**config.mk**
```make
export PLATFORM = sky130hd
export DESIGN_NAME = bbet_top
export DESIGN_NICKNAME = d
export VERILOG_FILES = /design/src/core/bbet_pkg.sv /design/src/core/bbet_dec_div.sv /design/src/core/bbet_top.sv
export SDC_FILE = /design/constraint.sdc
export NUM_CORES = 1
export LEC_CHECK = 0
export BUFFER_PORTS_ARGS = -buffer_cell sky130_fd_sc_hd__buf_2
export CAP_MARGIN = 5
export CORE_ASPECT_RATIO = 0.8
export CORE_UTILIZATION = 32
export CTS_BUF_LIST = sky130_fd_sc_hd__clkbuf_8
export CTS_CLUSTER_SIZE = 8
export DETAILED_ROUTE_END_ITERATION = 12
export GPL_TIMING_DRIVEN = 0
export PLACE_DENSITY = 0.6
export SYNTH_ARGS = -nofsm -noshare
export SYNTH_HDL_FRONTEND = slang
export SYNTH_SLANG_ARGS = --single-unit
```
**constraint.sdc**
```tcl
create_clock -name clk_in -period 3.25 [get_ports clk_in]
set_input_delay 0.8125 -clock clk_in [delete_from_list [all_inputs] [get_ports clk_in]]
set_output_delay 0.8125 -clock clk_in [all_outputs]
set_load 0.01 [all_outputs]
```
**src/core/bbet_pkg.sv**
```systemverilog
// shared constants and helpers of the built-in bit error tester
package bbet_pkg;
  // pattern select codes
  localparam logic [1:0] SEL_OFF = 2'h0;
  localparam logic [1:0] SEL_2047 = 2'h1;
  localparam logic [1:0] SEL_2E23 = 2'h2;
  // generator seed, any nonzero value
  localparam logic [22:0] GEN_SEED = 23'h7FFFFF;
  // one-second time base
  localparam int CLK_HZ = 20_000_000;
  localparam int SECOND_MS = 1000;
  localparam int TICK_CYCLES = CLK_HZ / 1000 * SECOND_MS;
  // sync acquire and loss thresholds
  localparam int SYNC_RUN = 64;
  localparam int LOSS_WIN = 64;
  localparam int LOSS_ERR = 8;
  // result formats
  localparam logic [13:0] EFS_FULL = 14'h2710;
  localparam logic [2:0] BER_DIGITS = 3'h4;
  localparam logic [2:0] EFS_DIGITS = 3'h5;
  localparam logic [4:0] POW_MAX = 5'h14;

  // feedback bit of either sequence
  function automatic logic bbet_fb(input logic [22:0] s, input logic [1:0] sel);
    return (sel == SEL_2047) ? (s[10] ^ s[8]) : (s[22] ^ s[17]);
  endfunction

  // a direction runs only with a valid pattern
  function automatic logic bbet_sel_on(input logic [1:0] sel);
    return (sel == SEL_2047) || (sel == SEL_2E23);
  endfunction
endpackage

```
**src/core/bbet_dec_div.sv**
```systemverilog
// decimal long divider giving normalised digits and a power of ten
`timescale 1ns/1ps
`default_nettype none
module bbet_dec_div (
  input wire logic clk_in,
  input wire logic srst_in,
  input wire logic start_in,
  input wire logic scale_in,
  input wire logic [2:0] digits_in,
  input wire logic [39:0] num_in,
  input wire logic [39:0] den_in,
  output logic done_out,
  output logic [13:0] value_out,
  output logic [4:0] power_out
);
  typedef enum logic [2:0] {DV_IDLE = 3'h1, DV_SCALE = 3'h2, DV_DIGIT = 3'h4} bbet_dv_t;
  bbet_dv_t st_r, st_nxt;
  logic [47:0] rem_r, rem_nxt;
  logic [39:0] den_r, den_nxt;
  logic [13:0] val_r, val_nxt;
  logic [4:0] pow_r, pow_nxt;
  logic [2:0] cnt_r, cnt_nxt, dig_r, dig_nxt;
  logic done_r, done_nxt;

  function automatic logic [47:0] mul10(input logic [47:0] r);
    return 48'(r * 10);
  endfunction

  // scale until quotient is at least one or power reaches POW_MAX, then one subtraction or digit shift per cycle
  always_comb begin
    st_nxt = st_r;
    rem_nxt = rem_r;
    den_nxt = den_r;
    val_nxt = val_r;
    pow_nxt = pow_r;
    cnt_nxt = cnt_r;
    dig_nxt = dig_r;
    done_nxt = 1'b0;
    case (st_r)
      DV_IDLE: begin
        if (start_in) begin
          rem_nxt = {8'h00, num_in};
          den_nxt = den_in;
          val_nxt = 14'h0000;
          pow_nxt = 5'h00;
          cnt_nxt = 3'h1;
          dig_nxt = digits_in;
          st_nxt = scale_in ? DV_SCALE : DV_DIGIT;
        end
      end
      DV_SCALE: begin
        if (rem_r == 48'h0 || den_r == 40'h0) begin
          done_nxt = 1'b1;
          st_nxt = DV_IDLE;
        end else if (rem_r < {8'h00, den_r} && pow_r != bbet_pkg::POW_MAX) begin
          rem_nxt = mul10(rem_r);
          pow_nxt = pow_r + 5'h01;
        end else begin
          st_nxt = DV_DIGIT;
        end
      end
      DV_DIGIT: begin
        if (den_r == 40'h0) begin
          done_nxt = 1'b1;
          st_nxt = DV_IDLE;
        end else if (rem_r >= {8'h00, den_r}) begin
          rem_nxt = rem_r - {8'h00, den_r};
          val_nxt = val_r + 14'h0001;
        end else if (cnt_r == dig_r) begin
          done_nxt = 1'b1;
          st_nxt = DV_IDLE;
        end else begin
          val_nxt = 14'(val_r * 10);
          rem_nxt = mul10(rem_r);
          cnt_nxt = cnt_r + 3'h1;
        end
      end
      default: st_nxt = DV_IDLE;
    endcase
  end

  // divider registers
  always_ff @(posedge clk_in) begin
    if (srst_in) begin
      st_r <= DV_IDLE;
      rem_r <= 48'h0;
      den_r <= 40'h0;
      val_r <= 14'h0000;
      pow_r <= 5'h00;
      cnt_r <= 3'h0;
      dig_r <= 3'h0;
      done_r <= 1'b0;
    end else begin
      st_r <= st_nxt;
      rem_r <= rem_nxt;
      den_r <= den_nxt;
      val_r <= val_nxt;
      pow_r <= pow_nxt;
      cnt_r <= cnt_nxt;
      dig_r <= dig_nxt;
      done_r <= done_nxt;
    end
  end

  assign done_out = done_r;
  assign value_out = val_r;
  assign power_out = pow_r;
endmodule
`default_nettype wire

```
**src/core/bbet_top.sv**
```systemverilog
// built-in bit error tester: generator, checker, statistics
`timescale 1ns/1ps
`default_nettype none
// Functional notes
// RULE_01 - each direction runs only with the 2047 or 2^23-1 pattern selected
// RULE_02 - controller selects the same pattern for both directions
// RULE_03 - generator and checker are fully independent
// RULE_04 - error ratio given as mantissa below ten and power of ten
// RULE_05 - count every loss of pattern sync since restart
// RULE_06 - count bit errors, never while sync is lost
// RULE_07 - count every received bit since restart
// RULE_08 - error-free second percentage, clean run reads 100.00
// RULE_09 - count errored seconds, seconds out of sync count errored
// RULE_10 - count total whole seconds since restart
// RULE_11 - one restart clears every counter and result together
// RULE_12 - insert command inverts exactly one transmitted bit
// RULE_13 - data on either loop-back path bypasses the tester
// RULE_14 - controller keeps satellite loop-back off while testing
// RULE_15 - generator feeds modulator side, checker reads demodulator side only
// RULE_16 - all settings and results reachable as plain ports
// RULE_17 - sync after a clean run, loss on error density in a window
// RULE_18 - one-second tick from the system clock bounds each second
module bbet_top #(
  parameter int TICK_CYCLES = bbet_pkg::TICK_CYCLES
) (
  input wire logic clk_in,
  input wire logic srst_in,
  input wire logic [1:0] tx_pattern_select_in,
  input wire logic [1:0] rx_pattern_select_in,
  input wire logic insert_error_in,
  input wire logic restart_in,
  input wire logic loop_ter_in,
  input wire logic loop_sat_in,
  input wire logic tx_bit_en_in,
  input wire logic term_tx_data_in,
  input wire logic rx_bit_en_in,
  input wire logic rx_data_in,
  output logic mod_data_out,
  output logic term_rx_data_out,
  output logic tx_active_out,
  output logic rx_active_out,
  output logic rx_sync_out,
  output logic [13:0] measured_error_ratio_out,
  output logic [4:0] ratio_power_out,
  output logic [15:0] sync_loss_count_out,
  output logic [31:0] error_count_out,
  output logic [39:0] bit_count_out,
  output logic [13:0] error_free_second_percent_out,
  output logic [31:0] errored_sec_out,
  output logic [31:0] total_sec_out
);
  typedef enum logic [1:0] {CK_HUNT = 2'h1, CK_LOCK = 2'h2} bbet_ck_t;
  typedef enum logic [2:0] {RS_IDLE = 3'h1, RS_BER = 3'h2, RS_EFS = 3'h4} bbet_rs_t;

  logic tx_on, rx_on, rx_stb, gen_bit, pred, bit_err, clr, sel_chg, tick, ev;
  logic [22:0] gen_r, gen_nxt, chk_r, chk_nxt;
  logic pend_r, pend_nxt, mod_r, mod_nxt, trx_r, trx_nxt;
  bbet_ck_t ck_r, ck_nxt;
  logic [6:0] run_r, run_nxt, win_r, win_nxt;
  logic [3:0] werr_r, werr_nxt;
  logic [24:0] tcnt_r, tcnt_nxt;
  logic [1:0] rsel_r;
  logic sec_err_r, sec_err_nxt;
  logic [15:0] loss_r, loss_nxt;
  logic [31:0] errs_r, errs_nxt, esec_r, esec_nxt, fsec_r, fsec_nxt, tsec_r, tsec_nxt;
  logic [39:0] bits_r, bits_nxt;
  bbet_rs_t ph_r, ph_nxt;
  logic [13:0] ber_r, ber_nxt, efs_r, efs_nxt, dv_val;
  logic [4:0] pow_r, pow_nxt, dv_pow;
  logic dv_start, dv_done, dv_efs;

  // RULE_01 RULE_03 RULE_13 independent direction enables
  assign tx_on = bbet_pkg::bbet_sel_on(tx_pattern_select_in) & ~loop_sat_in;
  assign rx_on = bbet_pkg::bbet_sel_on(rx_pattern_select_in) & ~loop_sat_in;
  assign rx_stb = rx_on & rx_bit_en_in;
  assign gen_bit = bbet_pkg::bbet_fb(gen_r, tx_pattern_select_in);
  assign pred = bbet_pkg::bbet_fb(chk_r, rx_pattern_select_in);
  assign bit_err = rx_data_in ^ pred;
  // RULE_11 restart on request or on a new receive pattern
  assign sel_chg = (rx_pattern_select_in != rsel_r);
  assign clr = restart_in | sel_chg;
  // RULE_18 one-second tick
  assign tick = rx_on & (tcnt_r == 25'(TICK_CYCLES - 1));
  // RULE_09 second is spoiled by a counted error or by lost sync
  assign ev = (rx_stb & (ck_r == CK_LOCK) & bit_err) | (rx_on & (ck_r != CK_LOCK));

  // generator, error insertion and data path muxes
  always_comb begin
    gen_nxt = gen_r;
    mod_nxt = mod_r;
    trx_nxt = trx_r;
    // RULE_12 arm one inversion, set wins
    pend_nxt = (insert_error_in & tx_on) | (pend_r & ~(tx_on & tx_bit_en_in));
    if (loop_sat_in) begin
      // RULE_13 satellite loop-back returns demod data
      if (rx_bit_en_in) begin
        mod_nxt = rx_data_in;
      end
    end else if (tx_on & tx_bit_en_in) begin
      // RULE_15 pattern always toward modulator
      gen_nxt = {gen_r[21:0], gen_bit};
      mod_nxt = gen_bit ^ pend_r;
    end else if (tx_bit_en_in & ~tx_on) begin
      mod_nxt = term_tx_data_in;
    end
    // RULE_13 terrestrial loop-back bypasses checker
    if (loop_ter_in) begin
      if (tx_bit_en_in) begin
        trx_nxt = term_tx_data_in;
      end
    end else if (rx_bit_en_in) begin
      trx_nxt = rx_data_in;
    end
  end

  always_ff @(posedge clk_in) begin
    if (srst_in) begin
      gen_r <= bbet_pkg::GEN_SEED;
      pend_r <= 1'b0;
      mod_r <= 1'b0;
      trx_r <= 1'b0;
    end else begin
      gen_r <= gen_nxt;
      pend_r <= pend_nxt;
      mod_r <= mod_nxt;
      trx_r <= trx_nxt;
    end
  end

  // checker, sync tracking and statistics
  always_comb begin
    chk_nxt = chk_r;
    ck_nxt = ck_r;
    run_nxt = run_r;
    win_nxt = win_r;
    werr_nxt = werr_r;
    tcnt_nxt = tcnt_r;
    sec_err_nxt = sec_err_r | ev;
    loss_nxt = loss_r;
    errs_nxt = errs_r;
    bits_nxt = bits_r;
    esec_nxt = esec_r;
    fsec_nxt = fsec_r;
    tsec_nxt = tsec_r;
    if (rx_on) begin
      tcnt_nxt = tick ? 25'h0 : tcnt_r + 25'h1;
    end
    if (rx_stb) begin
      // RULE_07 every received bit
      bits_nxt = bits_r + 40'h1;
      case (ck_r)
        CK_HUNT: begin
          // RULE_17 load received bits, wait for a clean run
          chk_nxt = {chk_r[21:0], rx_data_in};
          run_nxt = bit_err ? 7'h00 : run_r + 7'h01;
          if (~bit_err && run_r == 7'(bbet_pkg::SYNC_RUN - 1)) begin
            ck_nxt = CK_LOCK;
            win_nxt = 7'h00;
            werr_nxt = 4'h0;
          end
        end
        CK_LOCK: begin
          chk_nxt = {chk_r[21:0], pred};
          // RULE_06 errors counted in sync only
          if (bit_err) begin
            errs_nxt = errs_r + 32'h1;
          end
          // RULE_17 error density check over a window
          if (bit_err && werr_r == 4'(bbet_pkg::LOSS_ERR - 1)) begin
            // RULE_05 one more sync loss
            ck_nxt = CK_HUNT;
            loss_nxt = loss_r + 16'h1;
            run_nxt = 7'h00;
          end else if (win_r == 7'(bbet_pkg::LOSS_WIN - 1)) begin
            win_nxt = 7'h00;
            werr_nxt = 4'h0;
          end else begin
            win_nxt = win_r + 7'h01;
            werr_nxt = werr_r + {3'h0, bit_err};
          end
        end
        default: ck_nxt = CK_HUNT;
      endcase
    end
    if (tick) begin
      // RULE_10 RULE_09 close the second
      tsec_nxt = tsec_r + 32'h1;
      sec_err_nxt = 1'b0;
      if (sec_err_r | ev) begin
        esec_nxt = esec_r + 32'h1;
      end else begin
        fsec_nxt = fsec_r + 32'h1;
      end
    end
    // RULE_11 clear the time base and all statistics together
    if (clr) begin
      // new pattern must be hunted again, a plain restart keeps lock
      if (sel_chg) begin
        ck_nxt = CK_HUNT;
        run_nxt = 7'h00;
        win_nxt = 7'h00;
        werr_nxt = 4'h0;
      end
      tcnt_nxt = 25'h0;
      sec_err_nxt = 1'b0;
      loss_nxt = 16'h0;
      errs_nxt = 32'h0;
      bits_nxt = 40'h0;
      esec_nxt = 32'h0;
      fsec_nxt = 32'h0;
      tsec_nxt = 32'h0;
    end
  end

  always_ff @(posedge clk_in) begin
    if (srst_in) begin
      chk_r <= 23'h0;
      ck_r <= CK_HUNT;
      run_r <= 7'h00;
      win_r <= 7'h00;
      werr_r <= 4'h0;
      tcnt_r <= 25'h0;
      rsel_r <= bbet_pkg::SEL_OFF;
      sec_err_r <= 1'b0;
      loss_r <= 16'h0;
      errs_r <= 32'h0;
      bits_r <= 40'h0;
      esec_r <= 32'h0;
      fsec_r <= 32'h0;
      tsec_r <= 32'h0;
    end else begin
      chk_r <= chk_nxt;
      ck_r <= ck_nxt;
      run_r <= run_nxt;
      win_r <= win_nxt;
      werr_r <= werr_nxt;
      tcnt_r <= tcnt_nxt;
      rsel_r <= rx_pattern_select_in;
      sec_err_r <= sec_err_nxt;
      loss_r <= loss_nxt;
      errs_r <= errs_nxt;
      bits_r <= bits_nxt;
      esec_r <= esec_nxt;
      fsec_r <= fsec_nxt;
      tsec_r <= tsec_nxt;
    end
  end

  // RULE_04 RULE_08 derived results, ratio then percentage
  assign dv_efs = (ph_r == RS_BER);
  assign dv_start = (tick & ~clr & (ph_r == RS_IDLE)) | (dv_done & dv_efs);

  bbet_dec_div u_div (
    .clk_in(clk_in),
    .srst_in(srst_in),
    .start_in(dv_start),
    .scale_in(~dv_efs),
    .digits_in(dv_efs ? bbet_pkg::EFS_DIGITS : bbet_pkg::BER_DIGITS),
    .num_in(dv_efs ? {8'h00, fsec_r} : {8'h00, errs_r}),
    .den_in(dv_efs ? {8'h00, tsec_nxt} : bits_r),
    .done_out(dv_done),
    .value_out(dv_val),
    .power_out(dv_pow)
  );

  always_comb begin
    ph_nxt = ph_r;
    ber_nxt = ber_r;
    pow_nxt = pow_r;
    efs_nxt = efs_r;
    case (ph_r)
      RS_IDLE: begin
        if (dv_start) begin
          ph_nxt = RS_BER;
        end
      end
      RS_BER: begin
        if (dv_done) begin
          ber_nxt = dv_val;
          pow_nxt = dv_pow;
          ph_nxt = RS_EFS;
        end
      end
      RS_EFS: begin
        if (dv_done) begin
          efs_nxt = dv_val;
          ph_nxt = RS_IDLE;
        end
      end
      default: ph_nxt = RS_IDLE;
    endcase
    if (clr) begin
      ph_nxt = RS_IDLE;
      ber_nxt = 14'h0000;
      pow_nxt = 5'h00;
      efs_nxt = bbet_pkg::EFS_FULL;
    end
  end

  always_ff @(posedge clk_in) begin
    if (srst_in) begin
      ph_r <= RS_IDLE;
      ber_r <= 14'h0000;
      pow_r <= 5'h00;
      efs_r <= bbet_pkg::EFS_FULL;
    end else begin
      ph_r <= ph_nxt;
      ber_r <= ber_nxt;
      pow_r <= pow_nxt;
      efs_r <= efs_nxt;
    end
  end

  // RULE_16 every setting and result on plain ports
  assign mod_data_out = mod_r;
  assign term_rx_data_out = trx_r;
  assign tx_active_out = tx_on;
  assign rx_active_out = rx_on;
  assign rx_sync_out = (ck_r == CK_LOCK);
  assign measured_error_ratio_out = ber_r;
  assign ratio_power_out = pow_r;
  assign sync_loss_count_out = loss_r;
  assign error_count_out = errs_r;
  assign bit_count_out = bits_r;
  assign error_free_second_percent_out = efs_r;
  assign errored_sec_out = esec_r;
  assign total_sec_out = tsec_r;
endmodule
`default_nettype wire

```
==> results of run 1 <==
[stage by stage]
| stage | worst slack (ns) | hold WS (ns) | instance area (sq um) |
|---|---|---|---|
| floorplan | -0.0166 | 0.428 | 25100 |
| global placement | -1.19 | 0.440 | 27400 |
| detailed placement | -1.15 | 0.445 | 27400 |
| CTS | -0.180 | 0.377 | 29700 |
| global route | -0.230 | 0.434 | 30600 |
| finish | -0.185 | 0.423 | 30600 |
[worst max-delay path by stage]
| stage | start | end | slack (ns) | depth (start not counted) |
|---|---|---|---|---|
| 4_1_cts | u_div.rem_r[3]$_SDFFE_PP0P_ | u_div.rem_r[42]$_SDFFE_PP0P_ | -0.18 | 13 |
| 3_5_place_dp | rx_pattern_select_in[1] | u_div.den_r[17]$_SDFFE_PP0P_ | -1.15 | 13 |
| 2_1_floorplan | rx_pattern_select_in[1] | u_div.den_r[28]$_SDFFE_PP0P_ | -0.02 | 12 |
| 6_report | u_div.rem_r[1]$_SDFFE_PP0P_ | u_div.rem_r[42]$_SDFFE_PP0P_ | -0.19 | 13 |
| 5_1_grt | u_div.rem_r[1]$_SDFFE_PP0P_ | u_div.rem_r[38]$_SDFFE_PP0P_ | -0.23 | 14 |
| 3_3_place_gp | rx_pattern_select_in[1] | u_div.den_r[17]$_SDFFE_PP0P_ | -1.19 | 13 |
[area by class of cell]
cell class | count | share of cell area [%]
Multi-Input combinational cell | 2504 | 54.4
Inverter | 99 | 1.25
Sequential cell | 433 | 28.6
Tap cell | 1023 | 4.18
Buffer | 122 | 1.90
Clock inverter | 37 | 0.612
Timing Repair Buffer | 249 | 4.46
Clock buffer | 102 | 4.58
Antenna cell | 1 | 0.00817
[cell families (layout without fill, tap and decap cells)]
| family | count (synthesis) | in the layout | share of synthesized area [%] |
|---|---|---|---|
| buf+inv | 243 | 609 | 3.81 |
| compound gates | 690 | 690 | 16.9 |
| other cells | 0 | 1 | 0 |
| mux | 24 | 24 | 0.966 |
| fa+ha+maj | 168 | 168 | 8.50 |
| simple gates | 1345 | 1345 | 25.4 |
| xor+xnor | 277 | 277 | 9.71 |
| flops | 433 | 433 | 34.7 |
[critical path, cell delays in order, from the launching register on]
cell                      delay (ns)
sky130_fd_sc_hd__dfxtp_4        0.35
sky130_fd_sc_hd__ha_4           0.24
sky130_fd_sc_hd__ha_4           0.16
sky130_fd_sc_hd__fa_2           0.36
sky130_fd_sc_hd__a21o_1         0.20
sky130_fd_sc_hd__a221o_1        0.38
sky130_fd_sc_hd__a31oi_4        0.25
sky130_fd_sc_hd__o31ai_4        0.09
sky130_fd_sc_hd__a41o_1         0.29
sky130_fd_sc_hd__a41o_4         0.34
sky130_fd_sc_hd__a21oi_4        0.17
sky130_fd_sc_hd__xor2_2         0.21
sky130_fd_sc_hd__a21oi_2        0.05
sky130_fd_sc_hd__o221a_2        0.25
[cell usage after synthesis (all sizes together), types with 22 or more instances]
library cell  number  area share, %
nand3            145            3.0
a21o              32           0.96
buf               29           0.60
nand2            450            6.8
ha               165            8.3
a21oi            271            5.4
xnor2            113            4.0
nor2             377            5.7
inv               99            1.5
and3              55            1.4
dfxtp            433             35
mux2i             23           0.92
o21ai            165            3.3
a221oi            27           0.95
a22oi             27           0.81
a211oi            32            1.1
clkbuf           115            1.7
nor3              61            1.3
nor2b             22           0.55
nor4              36            1.2
or3               34           0.85
xor2             164            5.7
nand4             68            1.8
[power groups by stage]
stage	registers [mW]	clock network (mW)	logic, mW
after floorplan	5.46	0	0.156
after global placement	5.46	0	0.269
after detailed placement	5.46	0	0.270
after CTS	5.34	5.31	0.272
after global routing	5.33	5.55	0.295
final	5.33	5.22	0.273
[routing by layer]
layer	global-route usage, %	vias to the layer above	wire length [microns]
li1	-	11828	-
met5	0	-	57
met4	6.59	4	2230
met2	31.7	776	37100
met1	29.9	11470	40400
met3	3.74	117	6100
[state kept, by name (all words and copies together) (netlist names), 14 cells and up]
name                           cells
fsec_r                            32
u_div.value_out                   14
u_div.rem_r                       48
errored_sec_out                   32
error_free_second_percent_out     14
sync_loss_count_out               16
tcnt_r                            25
error_count_out                   32
bit_count_out                     40
measured_error_ratio_out          14
u_div.den_r                       40
total_sec_out                     32
chk_r                             23
gen_r                             23
[what timing repair did]
item / 4_1_cts / 5_1_grt
pin swaps: 31 / 49
gates resized for setup: 140 / 171
endpoints found under the setup margin: 176 / 119
setup buffers: 24 / 25
==> flow_metrics.tcl, run 1 <==
set metrics [dict create \
    outcome "finished with violations" \
    violations_in_the_final_reports "setup timing" \
    fin_nets 3669 \
    final_layout_size_suffix_gt1_share_pct 18.1 \
    insertion_delay_of_the_later_clocked_pin_in_the_worst_skew_pair_ns 0.69 \
    timing.rr.start "u_div.rem_r[1]$_SDFFE_PP0P_" \
    sw_frac_of_total_pct 24.3 \
    clock_sink_count 433 \
    pwr-share-clk_pct 48.2 \
    setup_tns_ns -0.591 \
    floorplan.initialDensity_pct 32.4 \
    drt-initial-drc-count 2009 \
    setup_viol 6 \
    grt_overflow 0 \
    whs_endpoint "pend_r$_SDFF_PP0_" \
    most-common-layout-cells "444 x sky130_fd_sc_hd__nand2_1, 389 x sky130_fd_sc_hd__dfxtp_1, 365 x sky130_fd_sc_hd__nor2_1, 252 x sky130_fd_sc_hd__a21oi_1, 207 x sky130_fd_sc_hd__buf_2" \
    number_of_h_tree_levels 3 \
    post-route-min-period_ns 3.44 \
    power.switching_mw 2.63 \
    setup.worst_path.start_class "flop" \
    layout.cells.most_common "sky130_fd_sc_hd__nand2_1" \
    design.portCount 204 \
    multiInputGateArea_sq_um 16700 \
    wire_length_of_the_first_global_routing_pass_mm 131 \
    number_of_antenna_violations_at_the_first_check_in_global_routing 2 \
    vias_in_the_first_global_route 22148 \
    place.detailed.instances 4405 \
    synth_enable_flop_cells 0 \
    grt_start_max_net_pins 12 \
    final_core_utilization_pct 39.7 \
    drt-vias-per-instance 5.29 \
    chipHeight_microns 252 \
    drtPass1Iterations 6 \
    mapped_cell_area_sq_um 25000 \
    rows 91 \
    floorplan.core_area_sq_um 77200 \
    cts.reportedPaths.clkPinSlew_ns 0.07 \
    areaGrowthSynthToFinish_pct 22.6 \
    r2r_cells 13 \
    critical_path_required_ns 3.83 \
    arrival_ns 4.01 \
    syn_avg_cell_area_sq_um 7.86 \
    place_hpwl_mm 65.5 \
    number_of_remaining_drc_errors 0 \
    min_path_cells 3 \
    cts_buffers 78 \
    layoutNonFillerInstCount 4570 \
    yosysUniqueCellTypes 91 \
    hold_path.startpoint "insert_error_in" \
    port-buffer-count 202 \
    final_antenna_net_count 0 \
    seq_area_sq_um 8770 \
    route.final.wire_length_mm 85.9 \
    worst_clock_skew_ns 0.0289 \
    share_seq_of_total_power_pct 49.3 \
    p_total_mw 10.8 \
    rsz0062_at_grt "true" \
    max-cap-violations 0 \
    synth-warning-count 0 \
    final.fill_count 7909 \
    critical_path_class "reg2reg" \
    postSynth.topFlopCell "sky130_fd_sc_hd__dfxtp_1" \
    postSynthCellCount 3180 \
    dr_total_vias 24195 \
    grt_util_all_layers_pct 20.9 \
    cts_buffer_depth 3 \
    p_int_mw 8.20 \
    maxSlewHeadroom_pct 23.9 \
    power.ir.vdd_worst_v 0.000314 \
    gp_congestion 0.946 \
    p_leak_nw 12.3 \
    r2r_setup_slack_ns -0.19 \
    synth_fp_nets 3362 \
    report.final.slew_viol_count 0 \
    synth.yosys.seq_area_share_pct 34.7 \
    cts_tree "done" \
    synth-seq-cells 433 \
    comb_power_share_pct 2.5 \
    achievable-frequency_mhz 291 \
    fraction_of_the_cycle_the_final_worst_path_needs_pct 106 \
    timing.critical_path.to_type "flop" \
    max_slew.worst_pin.slew_ns 1.14 \
    power.density_cell_area_nw_per_um2 353 \
    worst_hold_path_type "in2reg" \
    ctsHoldBuffers 0 \
    number_of_endpoints_with_negative_hold_slack_in_the_final_report 0 \
    dieArea_sq_um 79200 \
    dieWidth_microns 314 \
    synth-async-reset-ratio_pct 0 \
    cts-root-buf "sky130_fd_sc_hd__clkbuf_8" \
    worstReg2RegEnd "u_div.rem_r[42]$_SDFFE_PP0P_" \
    routed_wire_length_per_instance_microns 18.8 \
    worst-path-max-fanout 4 \
    postLayoutSetupSlackWorst_ns -0.185 \
]
Power figures use the tool's default switching activity.
==> inputs of run 2 (changes only) <==
- PLACE_DENSITY: 0.6 -> 0.58
- clock period: 3.25 -> 4.15 ns (I/O delays scaled with it)
==> flow_metrics.tcl, run 2 (synthesis gave the netlist of run 1 again) <==
set metrics [dict create \
    outcome "finished clean" \
    vias_in_the_first_global_route 21591 \
    routed_wire_length_per_instance_microns 18.5 \
    layout.cells.most_common "sky130_fd_sc_hd__nand2_1" \
    dieArea_sq_um 79200 \
    most-common-layout-cells "447 x sky130_fd_sc_hd__nand2_1, 433 x sky130_fd_sc_hd__dfxtp_1, 371 x sky130_fd_sc_hd__nor2_1, 271 x sky130_fd_sc_hd__a21oi_1, 217 x sky130_fd_sc_hd__buf_2" \
    cts_tree "done" \
    cts_buffer_depth 3 \
    drtPass1Iterations 5 \
    multiInputGateArea_sq_um 15400 \
    achievable-frequency_mhz 251 \
    p_leak_nw 11.9 \
    rsz0062_at_grt "false" \
    power.ir.vdd_worst_v 0.000209 \
    wire_length_of_the_first_global_routing_pass_mm 129 \
    number_of_endpoints_with_negative_hold_slack_in_the_final_report 0 \
    number_of_h_tree_levels 3 \
    grt_util_all_layers_pct 20.7 \
    place_hpwl_mm 65.8 \
    grt_overflow 0 \
    setup_viol 0 \
    ctsHoldBuffers 0 \
    max-cap-violations 0 \
    number_of_antenna_violations_at_the_first_check_in_global_routing 2 \
    worst_clock_skew_ns 0.0627 \
    final.fill_count 8153 \
    maxSlewHeadroom_pct 20.0 \
    rows 91 \
    grt_start_max_net_pins 14 \
    cts-root-buf "sky130_fd_sc_hd__clkbuf_8" \
    cts.reportedPaths.clkPinSlew_ns 0.06 \
    postLayoutSetupSlackWorst_ns 0.167 \
    clock_sink_count 433 \
    hold_slack_ns 0.445 \
    seq_area_sq_um 8670 \
    power.density_cell_area_nw_per_um2 295 \
    number_of_remaining_drc_errors 0 \
    report.final.slew_viol_count 0 \
    post-route-min-period_ns 3.98 \
    final_core_utilization_pct 37.5 \
    p_total_mw 8.53 \
    final_layout_size_suffix_gt1_share_pct 11.0 \
    setup.worst_path.start_class "flop" \
    chipHeight_microns 252 \
    arrival_ns 4.54 \
    r2r_setup_slack_ns 0.17 \
    final_antenna_net_count 0 \
    largest_register_ff_count 48 \
    drt-initial-drc-count 2087 \
    areaGrowthSynthToFinish_pct 15.9 \
    max_slew.worst_pin.slew_ns 1.20 \
    route.final.wire_length_mm 84.1 \
    timing.critical_path.to_type "flop" \
    floorplan.core_area_sq_um 77200 \
    worst_hold_path_type "reg2reg" \
    post_place_setup_slack_ns -0.775 \
    gp_congestion 0.940 \
    insertion_delay_of_the_later_clocked_pin_in_the_worst_skew_pair_ns 0.70 \
    drt-vias-per-instance 5.24 \
    floorplan.initialDensity_pct 32.4 \
    critical_path_class "reg2reg" \
    dr_total_vias 23844 \
    setup_tns_ns 0 \
    fraction_of_the_cycle_the_final_worst_path_needs_pct 96.0 \
    cts_buffers 79 \
    fin_nets 3647 \
    worst-path-max-fanout 5 \
    register_bank_with_the_most_flops "u_div.rem_r" \
    design.portCount 204 \
    port-buffer-count 202 \
    critical_path_required_ns 4.71 \
    dieWidth_microns 314 \
]
run 2: cell count changes in the layout (fill, tap and decap cells not counted), moves of 27 or more:
| cell | before | now |
|---|---|---|
| sky130_fd_sc_hd__buf_4 | 55 | 6 |
| sky130_fd_sc_hd__ha_1 | 111 | 165 |
| sky130_fd_sc_hd__dfxtp_1 | 389 | 433 |
| sky130_fd_sc_hd__ha_4 | 42 | 0 |
| sky130_fd_sc_hd__clkbuf_1 | 79 | 113 |
| sky130_fd_sc_hd__dfxtp_2 | 27 | 0 |
run 2: per-stage QoR:
stage          instances  instance area [sq um]
4_1_cts             4546                  28900
3_5_place_dp        4405                  27300
5_1_grt             4549                  29000
6_report            4549                  29000
3_3_place_gp        4405                  27300
2_1_floorplan       3180                  25000
run 2: cell type report:
| class | count | share of cell area [%] |
|---|---|---|
| Buffer | 144 | 2.02 |
| Sequential cell | 433 | 29.9 |
| Clock inverter | 41 | 0.812 |
| Timing Repair Buffer | 204 | 3.54 |
| Clock buffer | 100 | 4.75 |
| Inverter | 99 | 1.28 |
| Multi-Input combinational cell | 2504 | 53.2 |
| Tap cell | 1023 | 4.42 |
| Antenna cell | 1 | 0.00864 |
run 2: final timing paths:
path	to	startpoint	cells after the start
worst max register to register	u_div.rem_r[42]$_SDFFE_PP0P_	u_div.rem_r[3]$_SDFFE_PP0P_	13
worst min-delay path	chk_r[12]$_SDFFE_PP0P_	chk_r[11]$_SDFFE_PP0P_	2
worst max-delay path	u_div.rem_r[42]$_SDFFE_PP0P_	u_div.rem_r[3]$_SDFFE_PP0P_	13
worst min register to register	chk_r[12]$_SDFFE_PP0P_	chk_r[11]$_SDFFE_PP0P_	2
run 2: worst max-delay path, stage by stage (launching register included):
cell and delay [ns]:
sky130_fd_sc_hd__dfxtp_1 0.48, sky130_fd_sc_hd__ha_1 0.29, sky130_fd_sc_hd__ha_1 0.24, sky130_fd_sc_hd__fa_1 0.42
sky130_fd_sc_hd__a21o_1 0.20, sky130_fd_sc_hd__a221o_1 0.36, sky130_fd_sc_hd__a31oi_2 0.29, sky130_fd_sc_hd__o31ai_2 0.17
sky130_fd_sc_hd__a41o_1 0.33, sky130_fd_sc_hd__a41o_1 0.31, sky130_fd_sc_hd__a21oi_1 0.18, sky130_fd_sc_hd__xor2_1 0.26
sky130_fd_sc_hd__a21oi_1 0.07, sky130_fd_sc_hd__o221a_2 0.26
run 2: power by group:
group          switching [mW]  internal, mW
clock network            1.94          2.20
logic                   0.159        0.0470
registers              0.0104          4.18
total                    2.11          6.42
run 2: metal layers:
| layer | part of all wire (%) | routed length [microns] | track usage (%) | vias up |
|---|---|---|---|---|
| met5 | 0.020 | 17 | 0 | - |
| li1 | - | - | - | 11816 |
| met4 | 2.6 | 2220 | 5.95 | 2 |
| met1 | 48 | 40600 | 30.0 | 11189 |
| met2 | 42 | 35400 | 30.8 | 706 |
| met3 | 6.9 | 5830 | 4.04 | 131 |
run 2: repair_timing:
item / CTS / global route
endpoints found under the setup margin: 4 / 58
gates cloned: 0 / 0
gates resized for setup: 1 / 12
pin swaps: 0 / 1
setup buffers: 0 / 2
==> inputs of run 3 (changes only) <==
- SYNTH_HIERARCHICAL: default -> 1
==> flow_metrics.tcl, run 3 <==
set metrics [dict create \
    grt_overflow 0 \
    number_of_h_tree_levels 3 \
    worst_hold_path_type "reg2reg" \
    floorplan.initialDensity_pct 32.5 \
    pwr-share-clk_pct 49.5 \
    cts_tree "done" \
    setup.worst_path.start_class "input pin" \
    timing.critical_path.to_type "flop" \
    worst-path-max-fanout 10 \
    vias_in_the_first_global_route 23511 \
    drt-vias-per-instance 5.34 \
    outcome "finished clean" \
    post_place_setup_slack_ns -1.59 \
    fraction_of_the_cycle_the_final_worst_path_needs_pct 97.3 \
    postSynth.topFlopCell "sky130_fd_sc_hd__dfxtp_1" \
    yosysUniqueCellTypes 90 \
    rsz0062_at_grt "false" \
    port-buffer-count 199 \
    grt_start_max_net_pins 19 \
    synth_largest_type_area_fraction_pct 32.9 \
    gp_congestion 0.967 \
    synth-seq-cells 434 \
    rows 93 \
    setup_tns_ns 0 \
    r2r_cells 14 \
    synth-warning-count 6 \
    share_seq_of_total_power_pct 47.7 \
    drtPass1Iterations 6 \
    fin_nets 3898 \
    topRoutingLayerUsed "met4" \
    floorplan.core_area_sq_um 81100 \
    syn_avg_cell_area_sq_um 7.70 \
    chipHeight_microns 259 \
    r2r_setup_slack_ns 0.16 \
    number_of_antenna_violations_at_the_first_check_in_global_routing 2 \
    areaGrowthSynthToFinish_pct 15.9 \
    power.switching_mw 2.16 \
    cts_buffers 79 \
    p_int_mw 6.65 \
    met2RoutedLength_mm 36.5 \
    final_layout_size_suffix_gt1_share_pct 10.7 \
    comb_power_share_pct 2.9 \
    max-cap-violations 0 \
    wire_length_of_the_first_global_routing_pass_mm 140 \
    most-common-layout-cells "545 x sky130_fd_sc_hd__nand2_1, 434 x sky130_fd_sc_hd__dfxtp_1, 345 x sky130_fd_sc_hd__nor2_1, 280 x sky130_fd_sc_hd__a21oi_1, 220 x sky130_fd_sc_hd__buf_2" \
    startpoint "rx_pattern_select_in[1]" \
    design.portCount 204 \
    postLayoutSetupSlackWorst_ns 0.112 \
    layout.cells.most_common "sky130_fd_sc_hd__nand2_1" \
    final.fill_count 8643 \
    worstReg2RegEnd "u_div/rem_r[43]$_SDFFE_PP0P_" \
    post_synth_main_area_contributors "sky130_fd_sc_hd__dfxtp_1 33%, sky130_fd_sc_hd__ha_1 7.8%, sky130_fd_sc_hd__nand2_1 7.8%, sky130_fd_sc_hd__a21oi_1 5.3%, sky130_fd_sc_hd__nor2_1 4.9%" \
    dr_total_vias 26006 \
    maxSlewHeadroom_pct 16.9 \
    synth.yosys.seq_area_share_pct 32.9 \
    number_of_remaining_drc_errors 0 \
    cts.reportedPaths.clkPinSlew_ns 0.06 \
    report.final.slew_viol_count 0 \
    critical_path_class "in2reg" \
    dieArea_sq_um 83600 \
    arrival_ns 4.62 \
    insertion_delay_of_the_later_clocked_pin_in_the_worst_skew_pair_ns 0.69 \
    synth-async-reset-ratio_pct 0 \
    sw_frac_of_total_pct 24.5 \
    number_of_endpoints_with_negative_hold_slack_in_the_final_report 0 \
    timing.rr.start "u_div/rem_r[0]$_SDFFE_PP0P_" \
    critical_path_required_ns 4.73 \
    cts_buffer_depth 3 \
    post-route-min-period_ns 4.04 \
    setup_viol 0 \
    postSynthCellCount 3428 \
    grt_util_all_layers_pct 21.3 \
    power.density_cell_area_nw_per_um2 288 \
    cts-root-buf "sky130_fd_sc_hd__clkbuf_8" \
    power.ir.vdd_worst_v 0.000200 \
    synth.most_common_cell "sky130_fd_sc_hd__nand2_1" \
    synth_enable_flop_cells 0 \
    largest_register_ff_count 48 \
    synth_area_leader_cell "sky130_fd_sc_hd__dfxtp_1" \
    clock_sink_count 434 \
    wl_met3_mm 6.87 \
    critPathCapture "u_div/rem_r[11]$_SDFFE_PP0P_" \
    dieWidth_microns 323 \
    route.final.wire_length_mm 91.0 \
    register_bank_with_the_most_flops "u_div/rem_r" \
    p_leak_nw 12.3 \
    place_hpwl_mm 70.7 \
    achievable-frequency_mhz 248 \
    max_slew.worst_pin.slew_ns 1.24 \
    wl_met1_mm 45.0 \
    ys_top_cells_by_count "545 x sky130_fd_sc_hd__nand2_1, 434 x sky130_fd_sc_hd__dfxtp_1, 347 x sky130_fd_sc_hd__nor2_1, 280 x sky130_fd_sc_hd__a21oi_1, 165 x sky130_fd_sc_hd__ha_1" \
    routed_wire_length_per_instance_microns 18.7 \
    mapped_cell_area_sq_um 26400 \
    worst_clock_skew_ns 0.0396 \
    final_antenna_net_count 0 \
    drt-initial-drc-count 2379 \
]
==> run 3: power groups by stage <==
stage               logic, mW  clock network, mW  registers (mW)
floorplan               0.155                  0            4.29
global placement        0.247                  0            4.29
detailed placement      0.248                  0            4.29
CTS                     0.249               4.46            4.20
global route            0.274               4.66            4.20
finish                  0.252               4.36            4.20
==> run 3: metrics by stage <==
| stage | power (mW) | utilization [%] | hold slack (ns) | instance area, sq um | instances |
|---|---|---|---|---|---|
| CTS | 8.91 | 37.6 | 0.448 | 30500 | 4869 |
| finish | 8.81 | 37.7 | 0.451 | 30600 | 4871 |
| floorplan | 4.44 | - | 0.419 | 26400 | 3436 |
| global route | 9.13 | 37.7 | 0.466 | 30600 | 4871 |
| detailed placement | 4.54 | 35.5 | 0.443 | 28800 | 4727 |
| global placement | 4.54 | 35.5 | 0.435 | 28800 | 4727 |
==> run 3: cell families (layout without fill, tap and decap cells) <==
family,after synthesis,count (layout),synth area share (%)
fa+ha+maj,168,168,8.05
buf+inv,278,619,4.20
compound gates,725,725,17.1
other cells,2,12,0.0285
flops,434,434,32.9
simple gates,1520,1520,27.6
xor+xnor,286,286,9.55
mux,15,15,0.579
==> run 3: how the worst min path moves through the flow <==
stage	slack, ns	depth (start not counted)	end	from
2_1_floorplan	0.42	2	win_r[6]$_SDFF_PP0_	win_r[6]$_SDFF_PP0_
3_3_place_gp	0.43	2	win_r[6]$_SDFF_PP0_	win_r[6]$_SDFF_PP0_
3_5_place_dp	0.44	2	win_r[6]$_SDFF_PP0_	win_r[6]$_SDFF_PP0_
4_1_cts	0.45	2	gen_r[17]$_SDFFE_PP1P_	gen_r[16]$_SDFFE_PP1P_
5_1_grt	0.47	2	chk_r[19]$_SDFFE_PP0P_	chk_r[18]$_SDFFE_PP0P_
6_report	0.45	2	chk_r[1]$_SDFFE_PP0P_	chk_r[0]$_SDFFE_PP0P_
==> run 3: area by class of cell <==
class | instances | area (sq um) | area share, %
antenna | 2 | 5.00 | 0.0164
buffer | 173 | 748 | 2.45
clock buffer | 101 | 1390 | 4.55
clock inverter | 41 | 312 | 1.02
inverter | 103 | 387 | 1.26
multi-input combinational | 2724 | 16700 | 54.5
sequential | 434 | 8690 | 28.4
tap | 1092 | 1370 | 4.47
timing repair buffer | 201 | 1010 | 3.31
==> run 3: metal layers <==
metal	up-vias	global-route usage, %
met5	-	0
met4	0	6.52
met3	133	3.38
met2	953	30.2
met1	12178	32.5
li1	12742	-
==> run 3: repair_timing <==
action | CTS | global route
endpoints found under the setup margin | 97 | 56
hold buffers | 0 | 0
pin swaps | 1 | 0
gates resized for setup | 9 | 23
buffers inserted | 2 | 0
==> run 3: critical path: stages <==
cell	delay, ns
sky130_fd_sc_hd__buf_2	0.11
sky130_fd_sc_hd__inv_1	0.07
sky130_fd_sc_hd__ha_2	0.35
sky130_fd_sc_hd__and4bb_4	0.43
sky130_fd_sc_hd__nand3_4	0.12
sky130_fd_sc_hd__nor4_4	0.32
sky130_fd_sc_hd__buf_6	0.17
sky130_fd_sc_hd__nand2_1	0.11
sky130_fd_sc_hd__nand2_1	0.15
sky130_fd_sc_hd__nand2_1	0.09
sky130_fd_sc_hd__buf_2	0.22
sky130_fd_sc_hd__o211ai_1	0.11
sky130_fd_sc_hd__o211a_1	0.23
sky130_fd_sc_hd__o211ai_4	0.20
sky130_fd_sc_hd__clkbuf_2	0.28
sky130_fd_sc_hd__a221oi_1	0.30
sky130_fd_sc_hd__o21ai_0	0.14
sky130_fd_sc_hd__o211a_1	0.14
